`src/logic/beat_pulse_pkg.sv`:
```
package beat_pulse_pkg;
  // ==========================================================
  // Strap pattern and timing
  // ==========================================================
  localparam logic [2:0]  STANDALONE_STRAP = 3'h6;
  localparam int          CLK_FREQ_HZ      = 10000000;
  localparam int          PULSE_WIDTH_US   = 793;
  // Exact width: 793 us at 10 MHz is a whole number of cycles
  localparam int          PULSE_CYCLES     = (PULSE_WIDTH_US * (CLK_FREQ_HZ / 1000000));
  localparam int          CNT_W            = 14;
  localparam logic [CNT_W-1:0] CNT_ZERO    = 14'h0000;

  // ==========================================================
  // Start-up state chosen by the straps
  // ==========================================================
  typedef enum logic [1:0] {
    module_off_state      = 2'b00,
    equipment_ready_state = 2'b01
  } start_state_t;
endpackage

```
`src/logic/beat_pulse_if.sv`:
```
interface beat_pulse_if;
  import beat_pulse_pkg::*;
  logic start_pulse;
  logic busy;
  modport ctrl  (output start_pulse, input busy);
  modport timer (input start_pulse, output busy);
endinterface

```
`src/logic/beat_pulse_top.sv`:
```
// Contract
// - Straps c=1 b=1 a=0 select standalone mode
// - Standalone: serial port unused, heart rate only
// - One 793 us pulse per heartbeat taken; beats during a pulse are dropped
// - No pulses outside standalone mode
// - Standalone starts in equipment ready state
module beat_pulse_top #(
  parameter int PULSE_CYCLES_P = beat_pulse_pkg::PULSE_CYCLES
) (
  // Clock, reset, enable
  input  wire logic                        clk_sys_in,
  input  wire logic                        reset_n_in,
  input  wire logic                        clk_en_in,
  // Rate straps
  input  wire logic                        rate_strap_a_in,
  input  wire logic                        rate_strap_b_in,
  input  wire logic                        rate_strap_c_in,
  // Heartbeat event from the radio side
  input  wire logic                        heartbeat_in,
  // Outputs
  output logic                             beat_pulse_out,
  output logic                             serial_port_en_out,
  output logic                             standalone_out,
  output beat_pulse_pkg::start_state_t     start_state_out
);
  import beat_pulse_pkg::*;

  // ==========================================================
  // State and wiring
  // ==========================================================
  beat_pulse_if bus ();
  logic       strap_taken_reg;
  logic       start_reg;
  logic [2:0] strap_pins;
  logic [2:0] strap_seen_reg;
  logic [7:0] beats_taken_reg;
  logic [7:0] pulses_begun_reg;
  logic       pulse_prev_reg;

  // ==========================================================
  // Parameter check
  // ==========================================================
  // The timer counts in CNT_W bits; a longer pulse would wrap it
  if (PULSE_CYCLES_P < 1 || PULSE_CYCLES_P >= (1 << CNT_W)) begin : g_bad_width
    $error("PULSE_CYCLES_P does not fit the width counter");
  end

  // ==========================================================
  // Strap decode
  // ==========================================================
  // Shared by the capture logic and the checks
  function automatic logic strap_is_standalone(input logic [2:0] straps);
    return straps == STANDALONE_STRAP;
  endfunction

  assign strap_pins = {rate_strap_c_in, rate_strap_b_in, rate_strap_a_in};

  // ==========================================================
  // Strap bits
  // ==========================================================
  // Each strap is kept on its own flop so the checks see what was decided on
  for (genvar i = 0; i < 3; i++) begin : g_strap
    always_ff @(posedge clk_sys_in or negedge reset_n_in) begin
      if (!reset_n_in) begin
        strap_seen_reg[i] <= 1'b0;
      end else if (clk_en_in && !strap_taken_reg) begin
        strap_seen_reg[i] <= strap_pins[i];
      end
    end
  end

  // ==========================================================
  // Strap capture, once after reset release
  // ==========================================================
  // Straps are sampled on the first enabled edge so a strap change later cannot flip modes mid-session
  always_ff @(posedge clk_sys_in or negedge reset_n_in) begin
    if (!reset_n_in) begin
      strap_taken_reg    <= 1'b0;
      standalone_out     <= 1'b0;
      serial_port_en_out <= 1'b0;
      start_state_out    <= module_off_state;
    end else if (clk_en_in && !strap_taken_reg) begin
      strap_taken_reg <= 1'b1;
      if (strap_is_standalone(strap_pins)) begin
        standalone_out     <= 1'b1;
        serial_port_en_out <= 1'b0;
        start_state_out    <= equipment_ready_state;
      end else begin
        standalone_out     <= 1'b0;
        serial_port_en_out <= 1'b1;
        start_state_out    <= module_off_state;
      end
    end
  end

  // ==========================================================
  // Beat start request; beats during a pulse are dropped
  // ==========================================================
  always_ff @(posedge clk_sys_in or negedge reset_n_in) begin
    if (!reset_n_in) begin
      start_reg <= 1'b0;
    end else if (clk_en_in) begin
      start_reg <= heartbeat_in && standalone_out && !bus.busy && !start_reg;
    end
  end

  assign bus.start_pulse = start_reg;

  beat_pulse_timer #(.PULSE_CYCLES_P(PULSE_CYCLES_P)) u_timer (
    .clk_sys_in (clk_sys_in),
    .reset_n_in (reset_n_in),
    .enable_in  (clk_en_in),
    .tmr        (bus.timer),
    .pulse_out  (beat_pulse_out)
  );

  // ==========================================================
  // Tallies for the checks
  // ==========================================================
  // Wrapping 8-bit tallies of beats taken and pulses begun; only their difference matters
  always_ff @(posedge clk_sys_in or negedge reset_n_in) begin
    if (!reset_n_in) begin
      beats_taken_reg  <= 8'h00;
      pulses_begun_reg <= 8'h00;
      pulse_prev_reg   <= 1'b0;
    end else if (clk_en_in) begin
      pulse_prev_reg <= beat_pulse_out;
      if (heartbeat_in && standalone_out && !beat_pulse_out && !start_reg) begin
        beats_taken_reg <= beats_taken_reg + 8'h01;
      end
      if (beat_pulse_out && !pulse_prev_reg) begin
        pulses_begun_reg <= pulses_begun_reg + 8'h01;
      end
    end
  end

  // ==========================================================
  // Mode checks
  // ==========================================================
  // The mode is settled on the first enabled edge and then never moves
  quiet_offmode_a: assert property (@(posedge clk_sys_in) disable iff (!reset_n_in)
    !standalone_out |-> !beat_pulse_out)
    else $error("Pulse outside standalone");

  serial_off_a: assert property (@(posedge clk_sys_in) disable iff (!reset_n_in)
    standalone_out |-> !serial_port_en_out)
    else $error("Serial active in standalone");

  serial_on_a: assert property (@(posedge clk_sys_in) disable iff (!reset_n_in)
    (strap_taken_reg && !standalone_out) |-> serial_port_en_out)
    else $error("Serial idle outside standalone");

  ready_start_a: assert property (@(posedge clk_sys_in) disable iff (!reset_n_in)
    standalone_out |-> start_state_out == equipment_ready_state)
    else $error("Wrong start state");

  off_start_a: assert property (@(posedge clk_sys_in) disable iff (!reset_n_in)
    (strap_taken_reg && !standalone_out) |-> start_state_out == module_off_state)
    else $error("Wrong start state outside standalone");

  strap_decode_a: assert property (@(posedge clk_sys_in) disable iff (!reset_n_in)
    (clk_en_in && !strap_taken_reg) |=> standalone_out == strap_is_standalone($past(strap_pins)))
    else $error("Strap decode wrong");

  strap_kept_a: assert property (@(posedge clk_sys_in) disable iff (!reset_n_in)
    strap_taken_reg |-> standalone_out == strap_is_standalone(strap_seen_reg))
    else $error("Mode differs from kept straps");

  mode_stable_a: assert property (@(posedge clk_sys_in) disable iff (!reset_n_in)
    strap_taken_reg |=> $stable(standalone_out) && $stable(start_state_out))
    else $error("Mode changed after capture");

  // ==========================================================
  // Pulse checks
  // ==========================================================
  // A beat that arrives while a pulse is out is dropped, never queued
  beat_to_pulse_a: assert property (@(posedge clk_sys_in) disable iff (!reset_n_in)
    (clk_en_in && heartbeat_in && standalone_out && !beat_pulse_out && !start_reg)
      ##1 clk_en_in |=> beat_pulse_out)
    else $error("Beat produced no pulse");

  one_start_a: assert property (@(posedge clk_sys_in) disable iff (!reset_n_in)
    start_reg |-> !beat_pulse_out)
    else $error("Start request during pulse");

  rise_has_start_a: assert property (@(posedge clk_sys_in) disable iff (!reset_n_in)
    $rose(beat_pulse_out) |-> $past(start_reg))
    else $error("Pulse without a beat");

  no_start_off_a: assert property (@(posedge clk_sys_in) disable iff (!reset_n_in)
    !standalone_out |-> !start_reg)
    else $error("Start request outside standalone");

  tally_match_a: assert property (@(posedge clk_sys_in) disable iff (!reset_n_in)
    8'(beats_taken_reg - pulses_begun_reg) <= 8'h01)
    else $error("Beats and pulses out of step");

  // ==========================================================
  // Freeze checks
  // ==========================================================
  hold_freeze_a: assert property (@(posedge clk_sys_in) disable iff (!reset_n_in)
    !clk_en_in |=> $stable(beat_pulse_out))
    else $error("Output moved while frozen");

  start_freeze_a: assert property (@(posedge clk_sys_in) disable iff (!reset_n_in)
    !clk_en_in |=> $stable(start_reg))
    else $error("Start request moved while frozen");

  // ==========================================================
  // Cover points
  // ==========================================================
  pulse_seen_c: cover property (@(posedge clk_sys_in) disable iff (!reset_n_in)
    $fell(beat_pulse_out));
  standalone_c: cover property (@(posedge clk_sys_in) disable iff (!reset_n_in)
    $rose(standalone_out));
  serial_mode_c: cover property (@(posedge clk_sys_in) disable iff (!reset_n_in)
    $rose(serial_port_en_out));
  frozen_pulse_c: cover property (@(posedge clk_sys_in) disable iff (!reset_n_in)
    !clk_en_in && beat_pulse_out);
  beat_dropped_c: cover property (@(posedge clk_sys_in) disable iff (!reset_n_in)
    heartbeat_in && beat_pulse_out);
endmodule // beat_pulse_top

```
`src/logic/beat_pulse_timer.sv`:
```
module beat_pulse_timer #(
  parameter int PULSE_CYCLES_P = beat_pulse_pkg::PULSE_CYCLES
) (
  // Clock, reset and enable
  input  wire logic  clk_sys_in,
  input  wire logic  reset_n_in,
  input  wire logic  enable_in,
  // Control
  beat_pulse_if.timer tmr,
  // Pin
  output logic       pulse_out
);
  import beat_pulse_pkg::*;

  // The counter has CNT_W bits; a longer pulse would wrap it
  if (PULSE_CYCLES_P < 1 || PULSE_CYCLES_P >= (1 << CNT_W)) begin : g_bad_cycles
    $error("PULSE_CYCLES_P out of range");
  end

  localparam logic [CNT_W-1:0] LAST      = CNT_W'(PULSE_CYCLES_P - 1);
  localparam logic [CNT_W:0]   SEEN_WANT = (CNT_W+1)'(PULSE_CYCLES_P);
  logic [CNT_W-1:0] cnt_reg;
  logic [CNT_W:0]   seen_len_reg;

  // ==========================================================
  // Width counter
  // ==========================================================
  always_ff @(posedge clk_sys_in or negedge reset_n_in) begin
    if (!reset_n_in) begin
      cnt_reg   <= CNT_ZERO;
      pulse_out <= 1'b0;
    end else if (enable_in) begin
      if (!pulse_out && tmr.start_pulse) begin
        pulse_out <= 1'b1;
        cnt_reg   <= CNT_ZERO;
      end else if (pulse_out) begin
        if (cnt_reg == LAST) begin
          pulse_out <= 1'b0;
        end else begin
          cnt_reg <= cnt_reg + 14'h0001;
        end
      end
    end
  end

  assign tmr.busy = pulse_out;

  // ==========================================================
  // Width check from a separate tally of enabled high cycles
  // ==========================================================
  always_ff @(posedge clk_sys_in or negedge reset_n_in) begin
    if (!reset_n_in) begin
      seen_len_reg <= '0;
    end else if (enable_in) begin
      seen_len_reg <= pulse_out ? seen_len_reg + 1'b1 : '0;
    end
  end

  width_count_a: assert property (@(posedge clk_sys_in) disable iff (!reset_n_in)
    $fell(pulse_out) |-> seen_len_reg == SEEN_WANT)
    else $error("Pulse width wrong");
endmodule // beat_pulse_timer

```
`config.mk`:
```
export PLATFORM = sky130hd
export DESIGN_NAME = beat_pulse_top
export DESIGN_NICKNAME = d
export VERILOG_FILES = /design/src/logic/beat_pulse_pkg.sv /design/src/logic/beat_pulse_if.sv /design/src/logic/beat_pulse_top.sv /design/src/logic/beat_pulse_timer.sv
export SDC_FILE = /design/constraint.sdc
export NUM_CORES = 1
export LEC_CHECK = 0
export BUFFER_PORTS_ARGS = -buffer_cell sky130_fd_sc_hd__buf_2
export CORE_MARGIN = 3
export CORE_UTILIZATION = 45
export CTS_BUF_LIST = sky130_fd_sc_hd__clkbuf_16
export DETAILED_ROUTE_END_ITERATION = 8
export GPL_TIMING_DRIVEN = 0
export HOLD_SLACK_MARGIN = 0.02
export PLACE_DENSITY = 0.66
export SLEW_MARGIN = 20
export SYNTH_ARGS = -nofsm -noshare
export SYNTH_HDL_FRONTEND = slang
export SYNTH_SLANG_ARGS = --single-unit
```
`constraint.sdc`:
```
create_clock -name clk_sys_in -period 1.7 [get_ports clk_sys_in]
set_input_delay 0.17 -clock clk_sys_in [delete_from_list [all_inputs] [get_ports clk_sys_in]]
set_output_delay 0.17 -clock clk_sys_in [all_outputs]
set_load 0.02 [all_outputs]
```
# Word level (Yosys, flattened, before mapping)
# Index checks and enable logic that the tools add are counted.
# totals
regBits,21
input_bits,7
out_inout_bits,5
elab_cells,30
# op_classes
n_addsub,1
n_eq_ne,3
muxes,9
n_reduce_logical,10
# op_table
cell,n
$mux 14,3
$add 14x1->14 const B,1
$eq 14x13->1 const B,1
$mux 1,6
$logic_and 1x1->1,5
$eq 3x3->1 const B,1
$logic_not 1->1,3
$reduce_and 3->1,1
$ne 2x1->1 const B,1
$reduce_bool 2->1,1

# Longest topological paths before layout
# Gate-level depths: netlist of the first run.
# logic_depth
word_depth,4
ltp_mapped,8
mapped_depth_nobuf,6

# Cells and area by module
# A second synthesis of the first run with hierarchy kept.
# unflattened
hier_cells,113
hier_area_um2,1119.8
# modules_own_cells
mod,instances,cells_each,area_each_um2,seq_area_each_um2
beat_pulse_timer,1,98,925.9,375.4
beat_pulse_top,1,15,193.9,100.1

# Least setup slack after synthesis of the first run
# No wires, ideal clock.
# synth_timing
kind,register to register
start,reg u_timer.cnt_reg[1]
end,reg u_timer.cnt_reg[8]
setup_time_ps,96
arrival_time_ps,1511
t_required_ps,1604
setup_slack_ps,93
stages_incl_launch_ff,9
n_path_buf,2
period_less_slack_ps,1607
path_cell_list,dfrtp_1 inv_1 ha_1 or3b_4 nor4_4 buf_6 buf_12 o31ai_1 o31ai_1
# synth_between
elab_chain_len,4
elab_cells_between_ends,7
cone_classes,add/sub (1); eq/ne (2); mux (3); reduce/logical (1)
# synth_lines
item,line_no,text
"start, declared",beat_pulse_timer.sv:22,logic [CNT_W-1:0] cnt_reg;
"start signal, assigned",beat_pulse_timer.sv:40,cnt_reg <= cnt_reg + 14'h0001;
$add 14x1->14,beat_pulse_timer.sv:40,
$mux 14,beat_pulse_timer.sv:37,if (cnt_reg == LAST) begin
$mux 14,beat_pulse_timer.sv:36,end else if (pulse_out) begin
$mux 14,beat_pulse_timer.sv:33,if (!pulse_out && tmr.start_pulse) begin
# Parallel ways exist; a longest one is shown, timed or not. The select of a mux whose other input is x is not followed.
# A chain may end at the register's enable or synchronous reset.

# Final worst setup path of the first run
# layout_timing
start,reg u_timer.cnt_reg[1]
end,reg u_timer.cnt_reg[6]
# Same word-level chain as after synthesis.

==> flow_summary.ini, run 1 <==
[die]
start_util = 0.4909
core_area_sq_um = 2276
pin_count = 12
dieArea_sq_um = 3117
die_x_um = 55.83
die_h_um = 55.83
rows = 17

[place]
io_buffers = 10
pre_cts_slack_ps = -74.85
gp_congestion = 0.8233
hpwlAfterDp_um = 1804
place_area_sq_um = 1202

[global_route]
grt-busiest-layer = met2
grtUsageTotal = 0.1729
use_met3 = 0.02784
grt_max_degree = 20
globalRouteMet2Util = 0.2669
use_met1 = 0.2489
grt_first_pass_wirelength_um = 4367
antenna_found_initial = 0
grt_overflow = 0
first_global_vias = 915

[run_status]
violations = setup timing
status = finished, violations left

[critical_path]
critPathMaxFanout = 10
path_cells = inv_1 -> ha_1 -> or3b_4 -> nor4_4 -> buf_6 -> buf_12 -> o31ai_1 -> o31ai_2
start_kind = flip-flop
crit_path_top_delay_cell = dfrtp_1
cp-end-kind = flip-flop
cp.arrival_ps = 1940
worstPathRequired_ps = 1850
crit_type = reg -> reg
cp_top_family = simple AND/OR/NAND/NOR gates
rr_worst_depth = 8
crit_cells = 8
cpPeakStageDelay_ps = 410
cp_num_buf_inv = 3

[final_layout]
drive_above_1_share = 0.2612
largest_reg_flops = 14
nets = 144
area_growth_syn_to_layout_pct = 20.16
n_antenna_cell = 0
fin_util = 0.5899
final_area_sq_um = 1343
fill_cells = 205

[yosys]
async_flop_share = 1.000
yosys.area_share.adder = 0.02240
synth_edf_count = 0
synth_nets = 123
synth_xor_xnor_area_share = 0
yosysUniqueCellTypes = 39
yosys.area_share.simple = 0.2139
ys_seq_area_frac = 0.4255
ys_seq_elements = 19
synth-compound-area-share = 0.2385
ys.flop_type = dfrtp_1
synth_top_family_by_area = compound AO/OA/AOI/OAI gates
yosys_warnings = 0
synth_area_per_cell_sq_um = 9.801
postSynthCellCount = 114
synth_area_sq_um = 1117
synthMuxAreaShare = 0

[drt]
viasPerCell = 6.006
num_vias = 973
wl_um = 2606
drc_errors = 0
detail_route.wl_per_cell_um = 16.09
postRouteAntennaNets = 0
firstDrtPassIters = 4
drt_iter0_markers = 34

[clock_tree]
cts_buffers = 3
clk_pin_slew_ps = 50
cts_sinks = 19
cts_root_buf = clkbuf_16
clkLatencyLatePin_ps = 250
cts_tree = done
htree_levels = 1
clk_path_buf_depth = 2

[power]
comb_power_share = 0.209
p_sw_uw = 379.5
power.internal_uw = 950.3
powerDensity_nw_per_um2 = 990.6
p_seq_frac = 0.434
switching_share = 0.2854
p_leak_uw = 0.0005948
ir_worst_vdd_uv = 474.0
clkPwrFrac = 0.358

[timing]
finalMaxSlewViolations = 0
setup_violations = 15
fin_crit_ps = 1783
fin_crit_sh = 1.049
skew_ps = 2.251
hold_violations = 0
slew-limit-headroom = 0.5881
setup_slack_ps = -82.94
rsz0062_at_grt = true
tightest_slew_ps = 613.8
fmax_mhz = 560.9

[min_path]
hp-class = in -> reg
hold_depth = 3

[flow_run]
cap_violations = 0
==> per-stage QoR <==
step | TNS [ps] | total power [uW] | hold slack (ps) | std cells
6_report | -721.5 | 1330 | 186.9 | 162
5_1_grt | -2186 | 1396 | 214.6 | 162
4_1_cts | -529.1 | 1301 | 191.8 | 159
3_5_place_dp | -459.8 | 823.1 | 137.9 | 152
3_3_place_gp | -39.44 | 805.9 | 139.9 | 152
2_1_floorplan | 0 | 737.5 | -125.6 | 114
==> placed cells by master (no fill, tap or decap), drive strengths merged <==
cell	n
a211o	2
a21o	3
a21oi	3
a2bb2oi	1
a31oi	3
a41oi	1
and2	2
and3	1
and4	2
buf	25
clkbuf	5
conb	1
dfrtp	19
dlygate4sd3	1
ha	2
inv	5
nand2	5
nand2b	3
nand3	4
nand4	4
nand4b	2
nor2	3
nor2b	1
nor3	1
nor3b	1
nor4	4
o21ai	8
o22ai	1
o31ai	16
o41ai	1
or2	2
or3b	2
==> final timing paths <==
check / start / end / slack (ps)
worst min register to register: strap_taken_reg / strap_taken_reg / 480
max in group asynchronous: reset_n_in / u_timer.cnt_reg[0] / 990
min in group asynchronous: reset_n_in / u_timer.cnt_reg[5] / 390
worst max-delay path: u_timer.cnt_reg[1] / u_timer.cnt_reg[6] / -80
worst min-delay path: heartbeat_in / bus.start_pulse / 190
worst max register to register: u_timer.cnt_reg[1] / u_timer.cnt_reg[6] / -80
==> per-layer routing <==
metal / vias to the layer above / wire length, um
met5: - / 0
met4: 0 / 26
met3: 4 / 94
met2: 16 / 1236
met1: 482 / 1249
li1: 471 / -
==> synth_stat cells (2+ instances only) <==
library cell | count | area [sq um]
a21oi_1 | 3 | 15.01
a21o_1 | 3 | 22.52
nand4_1 | 4 | 25.02
and2_1 | 2 | 12.51
nand2_1 | 5 | 18.77
nand3_1 | 4 | 20.02
dfrtp_1 | 19 | 475.5
nor2_1 | 3 | 11.26
buf_4 | 5 | 37.54
nand2b_1 | 3 | 18.77
o21ai_0 | 4 | 20.02
o21ai_1 | 4 | 20.02
ha_1 | 2 | 25.02
a31oi_1 | 3 | 18.77
buf_2 | 3 | 15.01
o31ai_1 | 16 | 120.1
nor4_1 | 3 | 18.77
a211o_1 | 2 | 17.52
and4_1 | 2 | 17.52
nand4b_1 | 2 | 17.52
inv_1 | 4 | 15.01
==> what timing repair did <==
| action | CTS | global route |
|---|---|---|
| setup buffers | 2 | 2 |
| hold buffers | 1 | 0 |
| gates resized for setup | 1 | 4 |
| gates cloned | 0 | 1 |
| hold endpoints to repair | 19 | 0 |
| endpoints found under the setup margin | 13 | 15 |
==> cells by family (layout without fill, tap and decap cells) <==
group	count (synthesis)	in the layout
adder cells (fa/ha/maj)	2	2
AO/OA/AOI/OAI	39	39
other	1	1
buffers and inverters	16	36
flip-flops	19	19
AND/OR/NAND/NOR	37	37
==> cell type report <==
class,instances,area (sq um),area share
inverters,4,15.01,0.01118
multi-input cells,79,546.8,0.4073
flip-flops and latches,19,476.7,0.3551
repair buffers,16,95.09,0.07083
clock buffers,3,75.07,0.05592
well taps,28,35.03,0.02610
plain buffers,12,95.09,0.07083
clock inverters,1,3.754,0.002796
==> worst register-to-register path, cell delays in order (launching register included) <==
cell	delay, ps
dfrtp_1	410
inv_1	70
ha_1	130
or3b_4	380
nor4_4	220
buf_6	180
buf_12	130
o31ai_1	90
o31ai_2	80
==> power groups by stage <==
stage               Sequential (uW)  Combinational (uW)  Clock [uW]
finish                          577                 278         476
global route                    583                 307         506
CTS                             573                 246         482
detailed placement              579                 244           0
global placement                575                 231           0
floorplan                       571                 167           0
Note: power is estimated with default switching activity, not from simulation.
==> inputs of run 2 (changes only) <==
Settings changed: PLACE_DENSITY 0.66 to 0.75.
==> flow_summary.ini, run 2 (synthesized netlist as in run 1, its figures left out) <==
[final_layout]
largest_reg_flops = 14
fill_cells = 168
final_cell_mix = dfrtp_1 (19), o31ai_1 (16), buf_2 (12)
nets = 144
fin_util = 0.5926
drive_above_1_share = 0.2687
final_common_cell = dfrtp_1
area_growth_syn_to_layout_pct = 20.72
n_antenna_cell = 0

[timing]
skew_ps = 4.446
fin_crit_ps = 1779
fin_crit_sh = 1.046
hold_violations = 0
rsz0062_at_grt = true
setup_slack_ps = -78.82
setup-tns-final_ps = -684.5
tightest_slew_ps = 563.6
setup_violations = 14
slew-limit-headroom = 0.6217
finalMaxSlewViolations = 0
fmax_mhz = 562.2

[clock_tree]
clkLatencyLatePin_ps = 250
cts_tree = done
clk_pin_slew_ps = 60
cts_buffers = 3
clk_path_buf_depth = 2
htree_levels = 1
cts_root_buf = clkbuf_16
cts_sinks = 19

[critical_path]
critPathMaxFanout = 10
start_kind = flip-flop
worstPathRequired_ps = 1850
crit_type = reg -> reg
cp.arrival_ps = 1930
cp-end-kind = flip-flop

[drt]
drc_errors = 0
postRouteAntennaNets = 0
firstDrtPassIters = 5
drt_iter0_markers = 51
wl_um = 2690
detail_route.wl_per_cell_um = 16.60
num_vias = 977
viasPerCell = 6.031

[global_route]
grt_overflow = 0
antenna_found_initial = 0
grt_max_degree = 20
first_global_vias = 964
grt_first_pass_wirelength_um = 4595
grtUsageTotal = 0.1837

[power]
ir_worst_vdd_uv = 509.8
powerDensity_nw_per_um2 = 1030
p_leak_uw = 0.0005894

[run_status]
violations = setup timing
status = finished, violations left

[die]
start_util = 0.4909
die_x_um = 55.83
core_area_sq_um = 2276
rows = 17
pin_count = 12
dieArea_sq_um = 3117
die_h_um = 55.83

[flow_run]
cap_violations = 0

[place]
gp_congestion = 0.8074
hpwlAfterDp_um = 1741
io_buffers = 10

[min_path]
hp-class = in -> reg
run 2: changes by cell type in the layout (fill, tap and decap cells not counted), sizes merged:
cell | before | now
clkbuf | 5 | 6
buf | 25 | 24
inv | 5 | 4
clkinv | 0 | 1
run 2: power breakdown:
| part | leakage, uW | total, uW | internal, uW | switching (uW) |
|---|---|---|---|---|
| sequential | 0.000249 | 562 | 503 | 58.4 |
| combinational | 0.000299 | 333 | 162 | 171 |
| clock | 0.0000409 | 494 | 316 | 179 |
| total | 0.000589 | 1390 | 981 | 408 |
run 2: area by class of cell:
type	instances	area [sq um]	share of cell area
Multi-Input combinational cell	79	550.5	0.4082
Sequential cell	19	475.5	0.3525
Buffer	12	97.59	0.07236
Timing Repair Buffer	16	95.09	0.07050
Clock buffer	3	75.07	0.05566
Tap cell	28	35.03	0.02597
Inverter	4	15.01	0.01113
Clock inverter	1	5.005	0.003711
run 2: worst paths after layout:
kind | startpoint | endpoint | slack [ps] | depth (start not counted)
max in group asynchronous | reset_n_in | u_timer.cnt_reg[12] | 990 | 2
hold reg to reg | strap_taken_reg | strap_taken_reg | 460 | 1
setup / recovery | u_timer.cnt_reg[1] | u_timer.cnt_reg[5] | -80 | 8
hold / removal | clk_en_in | u_timer.pulse_out | 180 | 2
min in group asynchronous | reset_n_in | u_timer.cnt_reg[2] | 390 | 2
setup reg to reg | u_timer.cnt_reg[1] | u_timer.cnt_reg[5] | -80 | 8
run 2: metrics by stage:
| step | setup slack, ps | hold slack (ps) | std cells | instance area, sq um | total power [uW] |
|---|---|---|---|---|---|
| 5_1_grt | -193.0 | 206.1 | 162 | 1349 | 1454 |
| 3_3_place_gp | -18.72 | 128.3 | 152 | 1202 | 803.5 |
| 3_5_place_dp | -70.11 | 138.7 | 152 | 1202 | 817.2 |
| 6_report | -78.82 | 176.0 | 162 | 1349 | 1389 |
| 2_1_floorplan | 92.85 | -125.6 | 114 | 1117 | 737.5 |
| 4_1_cts | -58.95 | 169.6 | 162 | 1339 | 1363 |
run 2: routing by layer:
metal	GRT usage	up-vias	routed length, um
met5	0	-	0
met4	0.06780	0	38
met3	0.03248	6	99
met2	0.3057	26	1324
met1	0.2380	474	1227
li1	-	471	-
run 2: critical path: stages (launching register included):
cell and delay, ps:
dfrtp_1 380, inv_1 60, ha_2 160, or3b_4 380
nor4_4 220, buf_6 180, buf_12 130, o31ai_1 80
o31ai_1 80
run 2: timing repair:
| item | 4_1_cts | 5_1_grt |
|---|---|---|
| setup buffers | 4 | 0 |
| endpoints found under the hold margin | 19 | 0 |
| gates resized for setup | 4 | 2 |
| pin swaps | 1 | 0 |
| endpoints found under the setup margin | 14 | 15 |
| hold buffers | 1 | 0 |
| gates cloned | 1 | 0 |
==> inputs of run 3 (changes only) <==
Settings changed: ABC_AREA from default to 1.
==> flow_summary.ini, run 3 <==
[final_layout]
drive_above_1_share = 0.1658
nets = 203
n_antenna_cell = 0
fill_cells = 253
final_cell_mix = nand2_1 (55), nor2_1 (22), inv_1 (20)
final_common_cell = nand2_1
area_growth_syn_to_layout_pct = 14.31
stdcell_count = 223
final_area_sq_um = 1409
largest_reg_flops = 14

[power]
ir_worst_vdd_uv = 787.5
p_leak_uw = 0.0006796
finalPower_uw = 1475
powerDensity_nw_per_um2 = 1047

[global_route]
antenna_found_initial = 0
grt_first_pass_wirelength_um = 4754
grtUsageTotal = 0.1818
grt_max_degree = 20
first_global_vias = 1111
grt_overflow = 0

[place]
io_buffers = 10
place_area_sq_um = 1320
pre_cts_slack_ps = 189.6
placedCellCount = 218
gp_congestion = 0.8888
hpwlAfterDp_um = 2033

[die]
start_util = 0.4843
rows = 18
die_h_um = 58.33
core_area_sq_um = 2545
dieArea_sq_um = 3402
pin_count = 12
die_x_um = 58.33

[yosys]
ys_seq_elements = 19
postSynthCellCount = 178
ys_seq_area_frac = 0.3858
ys.flop_type = dfrtp_1
synth_area_sq_um = 1232
yosysUniqueCellTypes = 23
synth_top_area_cell = dfrtp_1
synth_edf_count = 0
yosysMostFrequentCell = nand2_1
synth.top_cell.area_share = 0.3858
yosys_warnings = 0
synth_area_per_cell_sq_um = 6.924
synth_nets = 187
synthTopCellsByCount = nand2_1 (55), nor2_1 (22), dfrtp_1 (19), inv_1 (19), nand3_1 (18)
async_flop_share = 1.000
yosys-top-cells-area = dfrtp_1 (39%), nand2_1 (17%), nand3_1 (7.3%)

[flow_run]
cap_violations = 0

[drt]
detail_route.wl_per_cell_um = 12.57
firstDrtPassIters = 4
drt_iter0_markers = 57
postRouteAntennaNets = 0
num_vias = 1162
viasPerCell = 5.211
wl_um = 2803
drc_errors = 0

[critical_path]
cp.arrival_ps = 1660
crit_type = reg -> reg
timing.rr.end = u_timer.cnt_reg[2]
endpoint = u_timer.cnt_reg[2]
critPathMaxFanout = 10
r2r_start = u_timer.cnt_reg[1]
startpoint = u_timer.cnt_reg[1]
rr_worst_depth = 10
reg2reg_setup_slack_ps = 170
start_kind = flip-flop
cp-end-kind = flip-flop
worstPathRequired_ps = 1830

[timing]
setup_slack_ps = 168.7
fmax_mhz = 653.0
hold_violations = 0
setup_violations = 0
setup-tns-final_ps = 0
rsz0062_at_grt = false
fin_crit_sh = 0.9008
fin_crit_ps = 1531
skew_ps = 3.354
finalMaxSlewViolations = 0

[clock_tree]
clk_path_buf_depth = 2
cts_resized = 0
clk_pin_slew_ps = 50
cts_root_buf = clkbuf_16
cts_tree = done
cts_sinks = 19
htree_levels = 1
cts_buffers = 3
clkLatencyLatePin_ps = 250

[run_status]
status = completed

[min_path]
hp-class = in -> reg
==> run 3: cell count changes in the layout (fill, tap and decap cells not counted), sizes merged, moves of 3 or more <==
cell    change
a21oi       -3
xor2        +3
o21ai       +4
a31oi       -3
nand3      +14
nor2       +26
nor4        -4
nand2b      -3
inv        +18
o31ai      -16
nand2      +54
buf        -10
a21o        -3
==> run 3: repair_timing <==
action,in CTS,in global routing
buffers inserted,0,0
hold buffers,1,0
endpoints found under the setup margin,0,0
hold endpoints to repair,19,0
==> run 3: area by class of cell <==
type	count	area, sq um	area share
inverters	21	78.83	0.05595
flip-flops and latches	19	475.5	0.3375
repair buffers	11	60.06	0.04263
clock inverters	1	3.754	0.002664
well taps	30	37.54	0.02664
multi-input cells	133	636.9	0.4520
clock buffers	3	75.07	0.05329
plain buffers	5	41.29	0.02931
==> run 3: power by group <==
| part | switching [uW] | internal (uW) | leakage, uW | total (uW) |
|---|---|---|---|---|
| clock | 170 | 313 | 0.0000423 | 483 |
| combinational | 223 | 144 | 0.000394 | 367 |
| sequential | 93.8 | 531 | 0.000243 | 625 |
==> run 3: critical path, cell delays in order (launching register included) <==
cell	delay, ps
dfrtp_1	410
inv_1	90
ha_1	170
inv_1	40
nor2_1	70
nand2_1	70
nor2_2	90
nand2_2	90
nand2_4	120
buf_6	160
o21ai_0	90
==> run 3: logic make-up (layout without fill, tap and decap cells) <==
group	Yosys count	in the layout	synth area share
other cells	1	1	0.003043
xor+xnor	3	3	0.02132
compound gates	13	13	0.05482
simple gates	114	114	0.4173
fa+ha+maj	2	2	0.02030
buf+inv	26	41	0.09746
flops	19	19	0.3858
==> run 3: how the worst min path moves through the flow <==
stage / startpoint / endpoint / slack (ps) / depth (start not counted)
floorplan: reset_n_in / bus.start_pulse / -130 / 0
global placement: reset_n_in / u_timer.cnt_reg[10] / 130 / 1
detailed placement: reset_n_in / u_timer.cnt_reg[10] / 140 / 1
CTS: clk_en_in / bus.start_pulse / 160 / 2
global route: clk_en_in / bus.start_pulse / 190 / 2
finish: clk_en_in / bus.start_pulse / 160 / 2
==> run 3: per-layer routing <==
metal	global-route usage	vias to the layer above	routed length, um
li1	-	588	-
met3	0.03509	9	109
met4	0.1026	0	71
met5	0	-	0
met1	0.2253	537	1312
met2	0.2951	28	1310
==> run 3: through the flow <==
stage / hold WS (ps) / utilization
2_1_floorplan: -125.6 / -
3_3_place_gp: 132.8 / 0.5187
3_5_place_dp: 135.8 / 0.5187
4_1_cts: 164.3 / 0.5536
5_1_grt: 187.0 / 0.5536
6_report: 164.7 / 0.5536
